--- src/logic/amu_defs.vh ---
/*
 Constants for the accumulator math unit: operation and source codes,
 state codes, reset values and number-format constants.
 Assumes it is included by bare name from the design files.
*/
`ifndef AMU_DEFS_VH
`define AMU_DEFS_VH

// ----------------------------------------------------------------
// Operation codes on op_code
// ----------------------------------------------------------------
`define AMU_OP_BCD_DIV 3'h0
`define AMU_OP_REAL_DIV 3'h1
`define AMU_OP_BCD_INC 3'h2
`define AMU_OP_BCD_DEC 3'h3
`define AMU_OP_BIN_ADD 3'h4

// ----------------------------------------------------------------
// Operand source codes on op_src
// ----------------------------------------------------------------
`define AMU_SRC_CONST 2'h0
`define AMU_SRC_DIRECT 2'h1
`define AMU_SRC_PTR 2'h2

// ----------------------------------------------------------------
// Sequencer states and divide modes
// ----------------------------------------------------------------
`define AMU_ST_IDLE 1'b0
`define AMU_ST_WAIT 1'b1
`define AMU_MODE_BCD 1'b0
`define AMU_MODE_REAL 1'b1

// ----------------------------------------------------------------
// Widths, reset values, number formats
// ----------------------------------------------------------------
`define AMU_DIV_W 52
`define AMU_ACC_RST 32'h00000000
`define AMU_WORD_MAX_BIN 32'h0000270f
`define AMU_FLT_QNAN 32'h7fc00000
`define AMU_FLT_EXP_ALL 8'hff
`define AMU_FLT_BIAS_M1 10'h07e
`define AMU_FLT_EXP_TOP 10'h0ff

`endif

--- src/logic/amu_math_unit.v ---
/*
 Accumulator math unit: BCD double divide, real divide, BCD increment
 and decrement of a memory word, 16-bit binary add, with status flags.
 Assumes the instruction sequencer fetches operands, resolves pointers
 (ptr_valid) and writes mem_wdata back to the addressed word.
*/
// Functional notes
// - BCD divide: accumulator by two-word divisor
// - BCD divide refuses a constant divisor
// - Quotient to accumulator, remainder to stack
// - Unusable divisor raises operand-too-large flag
// - Zero flag follows accumulator or memory-word result
// - Negative flag on negative result
// - Bad BCD digit raises illegal-digit flag
// - Flags hold until next updating op
// - Real divide, quotient back to accumulator
// - Invalid pointer raises bad-pointer flag
// - Validity flag reports accumulator float state
// - Real divide underflow raises underflow flag
// - Non-real operand raises illegal-digit flag
// - Wrong sign bit raises signed-overflow flag
// - Increment adds one to BCD word
// - Decrement subtracts one from BCD word
// - Binary add of 16-bit operand
// - Sum fills full 32-bit accumulator
// - Separate 16-bit and 32-bit carry flags
// - Underflow flag is the shared one
`timescale 1ns/1ns
`include "amu_defs.vh"

module amu_math_unit (
    input wire core_clk,
    input wire rst,
    input wire op_start,
    input wire [2:0] op_code,
    input wire [1:0] op_src,
    input wire [15:0] opnd_lo,
    input wire [15:0] opnd_hi,
    input wire ptr_valid,
    input wire acc_load,
    input wire [31:0] acc_load_val,
    output reg busy_q,
    output reg done_q,
    output reg src_rejected_q,
    output reg [31:0] acc_q,
    output reg [31:0] stack1_q,
    output reg [15:0] mem_wdata_q,
    output reg mem_we_q,
    output reg operand_too_large_flag,
    output reg zero_result_flag,
    output reg negative_result_flag,
    output reg bad_pointer_flag,
    output reg float_validity_flag,
    output reg signed_overflow_flag,
    output reg float_underflow_flag,
    output reg illegal_digit_flag,
    output reg carry16_flag,
    output reg carry32_flag
);
localparam DW = `AMU_DIV_W;
// ----------------------------------------------------------------
// Number-format helpers
// ----------------------------------------------------------------
function bcd_ok;
    input [31:0] v;
    integer i;
    begin
        bcd_ok = 1'b1;
        for (i = 0; i < 8; i = i + 1) begin
            if (v[4*i+3] && (v[4*i+2] || v[4*i+1]))
                bcd_ok = 1'b0;
        end
    end
endfunction
function [31:0] bcd_to_bin;
    input [31:0] v;
    integer i;
    begin
        bcd_to_bin = 32'h00000000;
        for (i = 7; i >= 0; i = i - 1)
            bcd_to_bin = (bcd_to_bin << 3) + (bcd_to_bin << 1) + {28'h0000000, v[4*i+:4]};
    end
endfunction
// Double dabble; inputs above 99999999 are never offered
function [31:0] bin_to_bcd;
    input [31:0] v;
    integer i;
    integer k;
    reg [31:0] r;
    begin
        r = 32'h00000000;
        for (i = 31; i >= 0; i = i - 1) begin
            for (k = 0; k < 8; k = k + 1) begin
                if (r[4*k+:4] > 4'h4)
                    r[4*k+:4] = r[4*k+:4] + 4'h3;
            end
            r = {r[30:0], v[i]};
        end
        bin_to_bcd = r;
    end
endfunction
// NaN and infinity are not usable reals
function non_real;
    input [31:0] f;
    begin
        non_real = (f[30:23] == `AMU_FLT_EXP_ALL);
    end
endfunction

// ----------------------------------------------------------------
// Operand decode
// ----------------------------------------------------------------
wire [31:0] pair = {opnd_hi, opnd_lo};
wire ptr_bad = (op_src == `AMU_SRC_PTR) && !ptr_valid;
wire accept = op_start && !busy_q;
wire [31:0] acc_bin = bcd_to_bin(acc_q);
wire [31:0] dsr_bin = bcd_to_bin(pair);
wire [31:0] word_bin = bcd_to_bin({16'h0000, opnd_lo});
wire [31:0] inc_bin = (word_bin == `AMU_WORD_MAX_BIN) ? 32'h00000000 : word_bin + 32'h00000001;
wire [31:0] dec_bin = (word_bin == 32'h00000000) ? `AMU_WORD_MAX_BIN : word_bin - 32'h00000001;
wire [31:0] inc_bcd = bin_to_bcd(inc_bin);
wire [31:0] dec_bcd = bin_to_bcd(dec_bin);
wire [32:0] sum33 = {1'b0, acc_q} + {17'h0, opnd_lo};
wire [16:0] sum17 = {1'b0, acc_q[15:0]} + {1'b0, opnd_lo};
// Denormals are flushed to zero; this unit does not keep gradual underflow
wire a_zero = (acc_q[30:23] == 8'h00);
wire b_zero = (pair[30:23] == 8'h00);
wire [23:0] man_a = {1'b1, acc_q[22:0]};
wire [23:0] man_b = {1'b1, pair[22:0]};
wire sign_ab = acc_q[31] ^ pair[31];
wire [9:0] ebase = {2'b00, acc_q[30:23]} - {2'b00, pair[30:23]} + `AMU_FLT_BIAS_M1;

// ----------------------------------------------------------------
// Shared divider
// ----------------------------------------------------------------
reg state_q;
reg mode_q;
reg sign_q;
reg [9:0] ebase_q;
reg div_go;
reg [DW-1:0] div_a;
reg [DW-1:0] div_b;
wire div_done;
wire [DW-1:0] div_q;
wire [DW-1:0] div_r;
amu_seq_divider #(
    .W(DW)
) u_div (
    .core_clk(core_clk),
    .rst(rst),
    .start(div_go),
    .dividend(div_a),
    .divisor(div_b),
    .busy(),
    .done(div_done),
    .quotient(div_q),
    .remainder(div_r)
);
always @* begin
    div_go = 1'b0;
    div_a = {DW{1'b0}};
    div_b = {DW{1'b0}};
    if (accept && !ptr_bad && op_code == `AMU_OP_BCD_DIV) begin
        div_a = {20'h00000, acc_bin};
        div_b = {20'h00000, dsr_bin};
        div_go = (op_src != `AMU_SRC_CONST) && bcd_ok(acc_q) && bcd_ok(pair) && (pair != 32'h00000000);
    end else if (accept && !ptr_bad && op_code == `AMU_OP_REAL_DIV) begin
        // Scaled so the quotient keeps 26 to 27 significant bits
        div_a = {2'b00, man_a, 26'h0000000};
        div_b = {28'h0000000, man_b};
        div_go = !non_real(acc_q) && !non_real(pair) && !a_zero && !b_zero;
    end
end
// Real quotient normalisation; fraction is truncated, not rounded
wire lead = div_q[26];
wire [9:0] e_res = ebase_q + {9'h000, lead};
wire [22:0] frac = lead ? div_q[25:3] : div_q[24:2];
wire e_under = e_res[9] || (e_res == 10'h000);
wire e_over = !e_res[9] && (e_res >= `AMU_FLT_EXP_TOP);
// ----------------------------------------------------------------
// Operation sequencer
// ----------------------------------------------------------------
always @(posedge core_clk) begin
    if (rst) begin
        state_q <= `AMU_ST_IDLE;
        mode_q <= `AMU_MODE_BCD;
        sign_q <= 1'b0;
        ebase_q <= 10'h000;
        busy_q <= 1'b0;
        done_q <= 1'b0;
        src_rejected_q <= 1'b0;
        acc_q <= `AMU_ACC_RST;
        stack1_q <= `AMU_ACC_RST;
        mem_wdata_q <= 16'h0000;
        mem_we_q <= 1'b0;
        operand_too_large_flag <= 1'b0;
        zero_result_flag <= 1'b0;
        negative_result_flag <= 1'b0;
        bad_pointer_flag <= 1'b0;
        float_validity_flag <= 1'b0;
        signed_overflow_flag <= 1'b0;
        float_underflow_flag <= 1'b0;
        illegal_digit_flag <= 1'b0;
        carry16_flag <= 1'b0;
        carry32_flag <= 1'b0;
    end else begin
        done_q <= 1'b0;
        mem_we_q <= 1'b0;
        src_rejected_q <= 1'b0;
        // Flags untouched by an op keep value
        case (state_q)
        `AMU_ST_IDLE: begin
            if (accept) begin
                done_q <= !div_go;
                if (!div_go)
                    bad_pointer_flag <= ptr_bad;
                if (div_go) begin
                    // Hold off new ops until divide ends
                    state_q <= `AMU_ST_WAIT;
                    busy_q <= 1'b1;
                    mode_q <= (op_code == `AMU_OP_REAL_DIV);
                    sign_q <= sign_ab;
                    ebase_q <= ebase;
                end else if (!ptr_bad) begin
                    case (op_code)
                    `AMU_OP_BCD_DIV: begin
                        if (op_src == `AMU_SRC_CONST) begin
                            src_rejected_q <= 1'b1;
                        end else begin
                            illegal_digit_flag <= !(bcd_ok(acc_q) && bcd_ok(pair));
                            operand_too_large_flag <= bcd_ok(acc_q) && bcd_ok(pair);
                        end
                    end
                    `AMU_OP_REAL_DIV: begin
                        illegal_digit_flag <= non_real(acc_q) || non_real(pair);
                        if (!non_real(acc_q) && !non_real(pair)) begin
                            float_underflow_flag <= 1'b0;
                            signed_overflow_flag <= 1'b0;
                            negative_result_flag <= !a_zero && sign_ab;
                            zero_result_flag <= a_zero;
                            // Nonzero divided by zero leaves infinity, not a valid float
                            float_validity_flag <= a_zero;
                            acc_q <= a_zero ? {sign_ab, 31'h00000000} : {sign_ab, `AMU_FLT_EXP_ALL, 23'h000000};
                        end else begin
                            float_validity_flag <= !non_real(acc_q);
                        end
                    end
                    `AMU_OP_BCD_INC,
                    `AMU_OP_BCD_DEC: begin
                        illegal_digit_flag <= !bcd_ok({16'h0000, opnd_lo});
                        if (bcd_ok({16'h0000, opnd_lo})) begin
                            mem_we_q <= 1'b1;
                            if (op_code == `AMU_OP_BCD_INC) begin
                                // Add one, wrap 9999 to 0
                                mem_wdata_q <= inc_bcd[15:0];
                                zero_result_flag <= (inc_bin == 32'h00000000);
                            end else begin
                                // Subtract one, wrap 0 to 9999
                                mem_wdata_q <= dec_bcd[15:0];
                                zero_result_flag <= (dec_bin == 32'h00000000);
                            end
                        end
                    end
                    `AMU_OP_BIN_ADD: begin
                        acc_q <= sum33[31:0];
                        carry16_flag <= sum17[16];
                        carry32_flag <= sum33[32];
                        signed_overflow_flag <= !acc_q[31] && sum33[31];
                        negative_result_flag <= sum33[31];
                        zero_result_flag <= (sum33[31:0] == 32'h00000000);
                    end
                    default: begin
                        src_rejected_q <= 1'b1;
                    end
                    endcase
                end
            end else if (acc_load) begin
                acc_q <= acc_load_val;
            end
        end
        `AMU_ST_WAIT: begin
            if (div_done) begin
                state_q <= `AMU_ST_IDLE;
                busy_q <= 1'b0;
                done_q <= 1'b1;
                bad_pointer_flag <= 1'b0;
                illegal_digit_flag <= 1'b0;
                operand_too_large_flag <= 1'b0;
                if (mode_q == `AMU_MODE_BCD) begin
                    acc_q <= bin_to_bcd(div_q[31:0]);
                    stack1_q <= bin_to_bcd(div_r[31:0]);
                    zero_result_flag <= (div_q[31:0] == 32'h00000000);
                    negative_result_flag <= 1'b0;
                end else if (e_under) begin
                    float_underflow_flag <= 1'b1;
                    signed_overflow_flag <= 1'b0;
                    acc_q <= {sign_q, 31'h00000000};
                    zero_result_flag <= 1'b1;
                    negative_result_flag <= 1'b0;
                    float_validity_flag <= 1'b1;
                end else begin
                    float_underflow_flag <= 1'b0;
                    signed_overflow_flag <= e_over;
                    float_validity_flag <= !e_over;
                    acc_q <= e_over ? {sign_q, `AMU_FLT_EXP_ALL, 23'h000000} : {sign_q, e_res[7:0], frac};
                    zero_result_flag <= 1'b0;
                    negative_result_flag <= sign_q;
                end
            end
        end
        default: begin
            state_q <= `AMU_ST_IDLE;
            busy_q <= 1'b0;
        end
        endcase
    end
end
endmodule // amu_math_unit

--- src/logic/amu_seq_divider.v ---
/*
 Iterative restoring unsigned divider, one quotient bit per clock.
 Assumes start is offered only while busy is low and divisor is nonzero.
*/
`timescale 1ns/1ns

module amu_seq_divider #(
    parameter W = 52
) (
    input wire core_clk,
    input wire rst,
    input wire start,
    input wire [W-1:0] dividend,
    input wire [W-1:0] divisor,
    output reg busy,
    output reg done,
    output reg [W-1:0] quotient,
    output reg [W-1:0] remainder
);

localparam CW = $clog2(W + 1);

reg [W-1:0] dsr_q;
reg [CW-1:0] cnt_q;
wire [W:0] trial = {remainder, quotient[W-1]};
wire fits = (trial >= {1'b0, dsr_q});
wire [W:0] diff = trial - {1'b0, dsr_q};

always @(posedge core_clk) begin
    if (rst) begin
        busy <= 1'b0;
        done <= 1'b0;
        quotient <= {W{1'b0}};
        remainder <= {W{1'b0}};
        dsr_q <= {W{1'b0}};
        cnt_q <= {CW{1'b0}};
    end else begin
        done <= 1'b0;
        if (start && !busy) begin
            remainder <= {W{1'b0}};
            quotient <= dividend;
            dsr_q <= divisor;
            cnt_q <= W[CW-1:0];
            busy <= 1'b1;
        end else if (busy) begin
            remainder <= fits ? diff[W-1:0] : trial[W-1:0];
            quotient <= {quotient[W-2:0], fits};
            cnt_q <= cnt_q - {{(CW-1){1'b0}}, 1'b1};
            if (cnt_q == {{(CW-1){1'b0}}, 1'b1}) begin
                busy <= 1'b0;
                done <= 1'b1;
            end
        end
    end
end

endmodule // amu_seq_divider

--- config.mk ---
export PLATFORM = sky130hd
export DESIGN_NAME = amu_math_unit
export DESIGN_NICKNAME = d
export VERILOG_FILES = /design/src/logic/amu_math_unit.v /design/src/logic/amu_seq_divider.v
export VERILOG_INCLUDE_DIRS = /design/src /design/src/logic
export SDC_FILE = /design/constraint.sdc
export NUM_CORES = 2
export LEC_CHECK = 0
export BUFFER_PORTS_ARGS = -buffer_cell sky130_fd_sc_hd__clkbuf_2
export CAP_MARGIN = 40
export CELL_PAD_IN_SITES_DETAIL_PLACEMENT = 1
export CELL_PAD_IN_SITES_GLOBAL_PLACEMENT = 2
export CORE_MARGIN = 5
export CORE_UTILIZATION = 42
export CTS_CLUSTER_SIZE = 40
export DETAILED_ROUTE_END_ITERATION = 10
export PLACE_DENSITY_LB_ADDON = 0.1
export SLEW_MARGIN = 40
export SYNTH_ARGS = -nofsm -noshare
export SYNTH_HDL_FRONTEND = slang
export SYNTH_SLANG_ARGS = --single-unit
--- constraint.sdc ---
create_clock -name core_clk -period 83.9 [get_ports core_clk]
set_input_delay 16.78 -clock core_clk [delete_from_list [all_inputs] [get_ports core_clk]]
set_output_delay 16.78 -clock core_clk [all_outputs]
set_load 0.01 [all_outputs]
==> run metrics <==
status finished clean; DRC 0; Reg-to-Reg Start u_div.remainder[29]$_SDFFE_PP0P_; drt initial violations around 4600; WS Path Type in2reg; hpwl dp ~220000 µm; IO Count 168; WP data required 84380 ps; Post-synth ARST share 0; CP arrival ~38000 ps; Post-CTS Repair Setup Buffers 0; first-pass GRT wire length ~440000 µm; Final Hold Fails 0; RSZ-0062 raised after global routing false; via count about 83000; Rel. slew slack 0.398; max-cap violation count 0; routed len/inst about 20 µm; cell mode on critical path ha_1; reg2reg end stack1_q[25]$_SDFFE_PP0P_; clk_lat worst skew 570 ps; largest net degree at the start of global routing 141; synth unique cells 175; worst-path fanout max 9; post-synthesis sequential area ratio 0.0634; period utilization 0.450; number of flops mapped to enable cells by yosys 0; setup TNS 0 ps; DR pass1 iterations 5; share of cells above drive strength 1 0.0903; Routed Antenna Nets 0; warnings from Yosys 0; GRT Util Overall 0.257; crit end category flop; Post-Syn Area between 70000 and 80000 µm²; via/cell ratio 6.26; min cycle time layout ~38000 ps; vias in the first global route 82342; Die Area approximately 200000 µm²; FILL cells between 20000 and 25000; leading cell type in the layout, fill and taps excluded ha_1; Post-synth top flop dfxtp_1; hold_buf cts 0; slowest stage delay, CP 590 ps; Max Freq between 0.02 and 0.03 GHz; initial antenna violation count 16; Setup-failing EPs final 0; Top delay family on crit path compound AO/OA/AOI/OAI gates; FF-to-FF path depth between 100 and 150; syn avg cell area slightly above 7 µm²; num rows 159; htree depth 2; slowest CP cell a21oi_1; CTS Buf Count 35; r2r setup slk ~47000 ps; CTS tree yes; WP buf/inv 16; CP startpoint opnd_lo[12]; CP startpoint kind primary input; Port Buffers about 170; Syn-to-layout area delta 5.12%; #FFs+latches synth approximately 250; Die Wd ~440 µm; Longest Clk Path Bufs 3; routability cong. 0.897; Routed WL around 270000 µm; Least-Margin Pin Slew around 890 ps; initial core utilization 0.422; global route total overflow 0; die height about 440 µm; Max Transition Viols Final 0; core area around 190000 µm²; worst hold slack around 450 ps; clock-pin slew on the worst setup and hold paths roughly 60 ps; Max Clock Skew about 27 ps; Root Buffer clkbuf_16; fin nets 11874; Worst Setup EP mem_wdata_q[6]$_SDFFE_PP0P_; Post-Syn Instances about 11000; Tightest Hold Check Type reg2reg; post-cts gate resize count 0; commonest non-fill, non-tap cells in the layout ha_1, nor2_1, a21oi_1; CTS sink cnt roughly 250; cell count along the critical path 96
==> logic make-up (layout without fill, tap and decap cells) <==
| kind of cell | after synthesis | after routing | synth area share |
|---|---|---|---|
| AOI/OAI and AO/OA | 3642 | 3642 | 0.327 |
| and+or+nand+nor | 3493 | 3493 | 0.218 |
| buffers and inverters | 1212 | 1056 | 0.0630 |
| adders and majority gates | 1047 | 1047 | 0.168 |
| xor gates and xnor gates | 719 | 719 | 0.0827 |
| muxes | 566 | 566 | 0.0767 |
| DFF | 251 | 251 | 0.0634 |
| other | 2 | 18 | 0.0000947 |
==> worst min path at each step <==
stage / start / endpoint / slack, ps / cells past startpoint
floorplan: u_div.dsr_q[0]$_SDFFE_PP0P_ / u_div.dsr_q[0]$_SDFFE_PP0P_ / 440 / 2
global placement: stack1_q[1]$_SDFFE_PP0P_ / stack1_q[1]$_SDFFE_PP0P_ / 440 / 2
detailed placement: stack1_q[1]$_SDFFE_PP0P_ / stack1_q[1]$_SDFFE_PP0P_ / 450 / 2
CTS: stack1_q[1]$_SDFFE_PP0P_ / stack1_q[1]$_SDFFE_PP0P_ / 460 / 2
global route: mem_wdata_q[0]$_SDFFE_PP0P_ / mem_wdata_q[0]$_SDFFE_PP0P_ / 480 / 2
finish: stack1_q[1]$_SDFFE_PP0P_ / stack1_q[1]$_SDFFE_PP0P_ / 450 / 2
==> tightest hold or removal path, stage by stage (launching register included) <==
cell and delay (ps):
dfxtp_1 310, nand2_1 50, a21oi_1 50
==> layout make-up <==
cell class	count	area, µm²	share of cell area
Clock buffer	46	1020	0.0122
Clock inverter	14	185	0.00222
Multi-Input combinational cell	9477	69700	0.836
Sequential cell	251	5030	0.0604
Antenna cell	8	20.0	0.000240
Inverter	740	2780	0.0333
Tap cell	2495	3120	0.0375
Timing Repair Buffer	256	1530	0.0183
==> flip-flops by register name, summed over array words and instances (netlist names), 6 cells and up <==
signal           count
ebase_q             10
u_div.remainder     52
stack1_q            32
u_div.quotient      52
u_div.cnt_q          6
u_div.dsr_q         32
mem_wdata_q         16
acc_q               32
==> cell usage after synthesis (172+ instances only) <==
master / instances / share of area
ha_1: 1004 / 0.16
nor2_1: 1001 / 0.047
a21oi_1: 896 / 0.057
nand2_1: 759 / 0.036
inv_1: 713 / 0.034
xnor2_1: 468 / 0.052
o21ai_0: 449 / 0.028
mux2i_1: 352 / 0.044
nand3_1: 320 / 0.020
nor3_1: 313 / 0.020
clkbuf_1: 264 / 0.012
dfxtp_1: 251 / 0.063
xor2_1: 224 / 0.025
a211oi_1: 210 / 0.020
o21bai_1: 180 / 0.017
mux2_2: 172 / 0.024
==> routing by layer <==
| layer | vias to the layer above | wire length [µm] | global-route usage |
|---|---|---|---|
| met5 | - | 55 | 0 |
| met4 | 10 | 4740 | 0.0428 |
| met3 | 229 | 9430 | 0.0199 |
| met2 | 1350 | 124000 | 0.435 |
| met1 | 40947 | 132000 | 0.362 |
| li1 | 40591 | - | - |
==> per-stage QoR <==
stage                     utilization  instances  cell area [µm²]  worst slack [ps]
after floorplan                     -      10940            79300             48810
after global placement          0.435      13213            81800             46510
after detailed placement        0.436      13216            82000             45570
after CTS                       0.443      13276            83200             46020
after global routing            0.444      13282            83300             43040
final                           0.444      13287            83300             46150
Power is not shown: default switching activity piles up to over one toggle a cycle in this logic, so the estimate is an artifact.
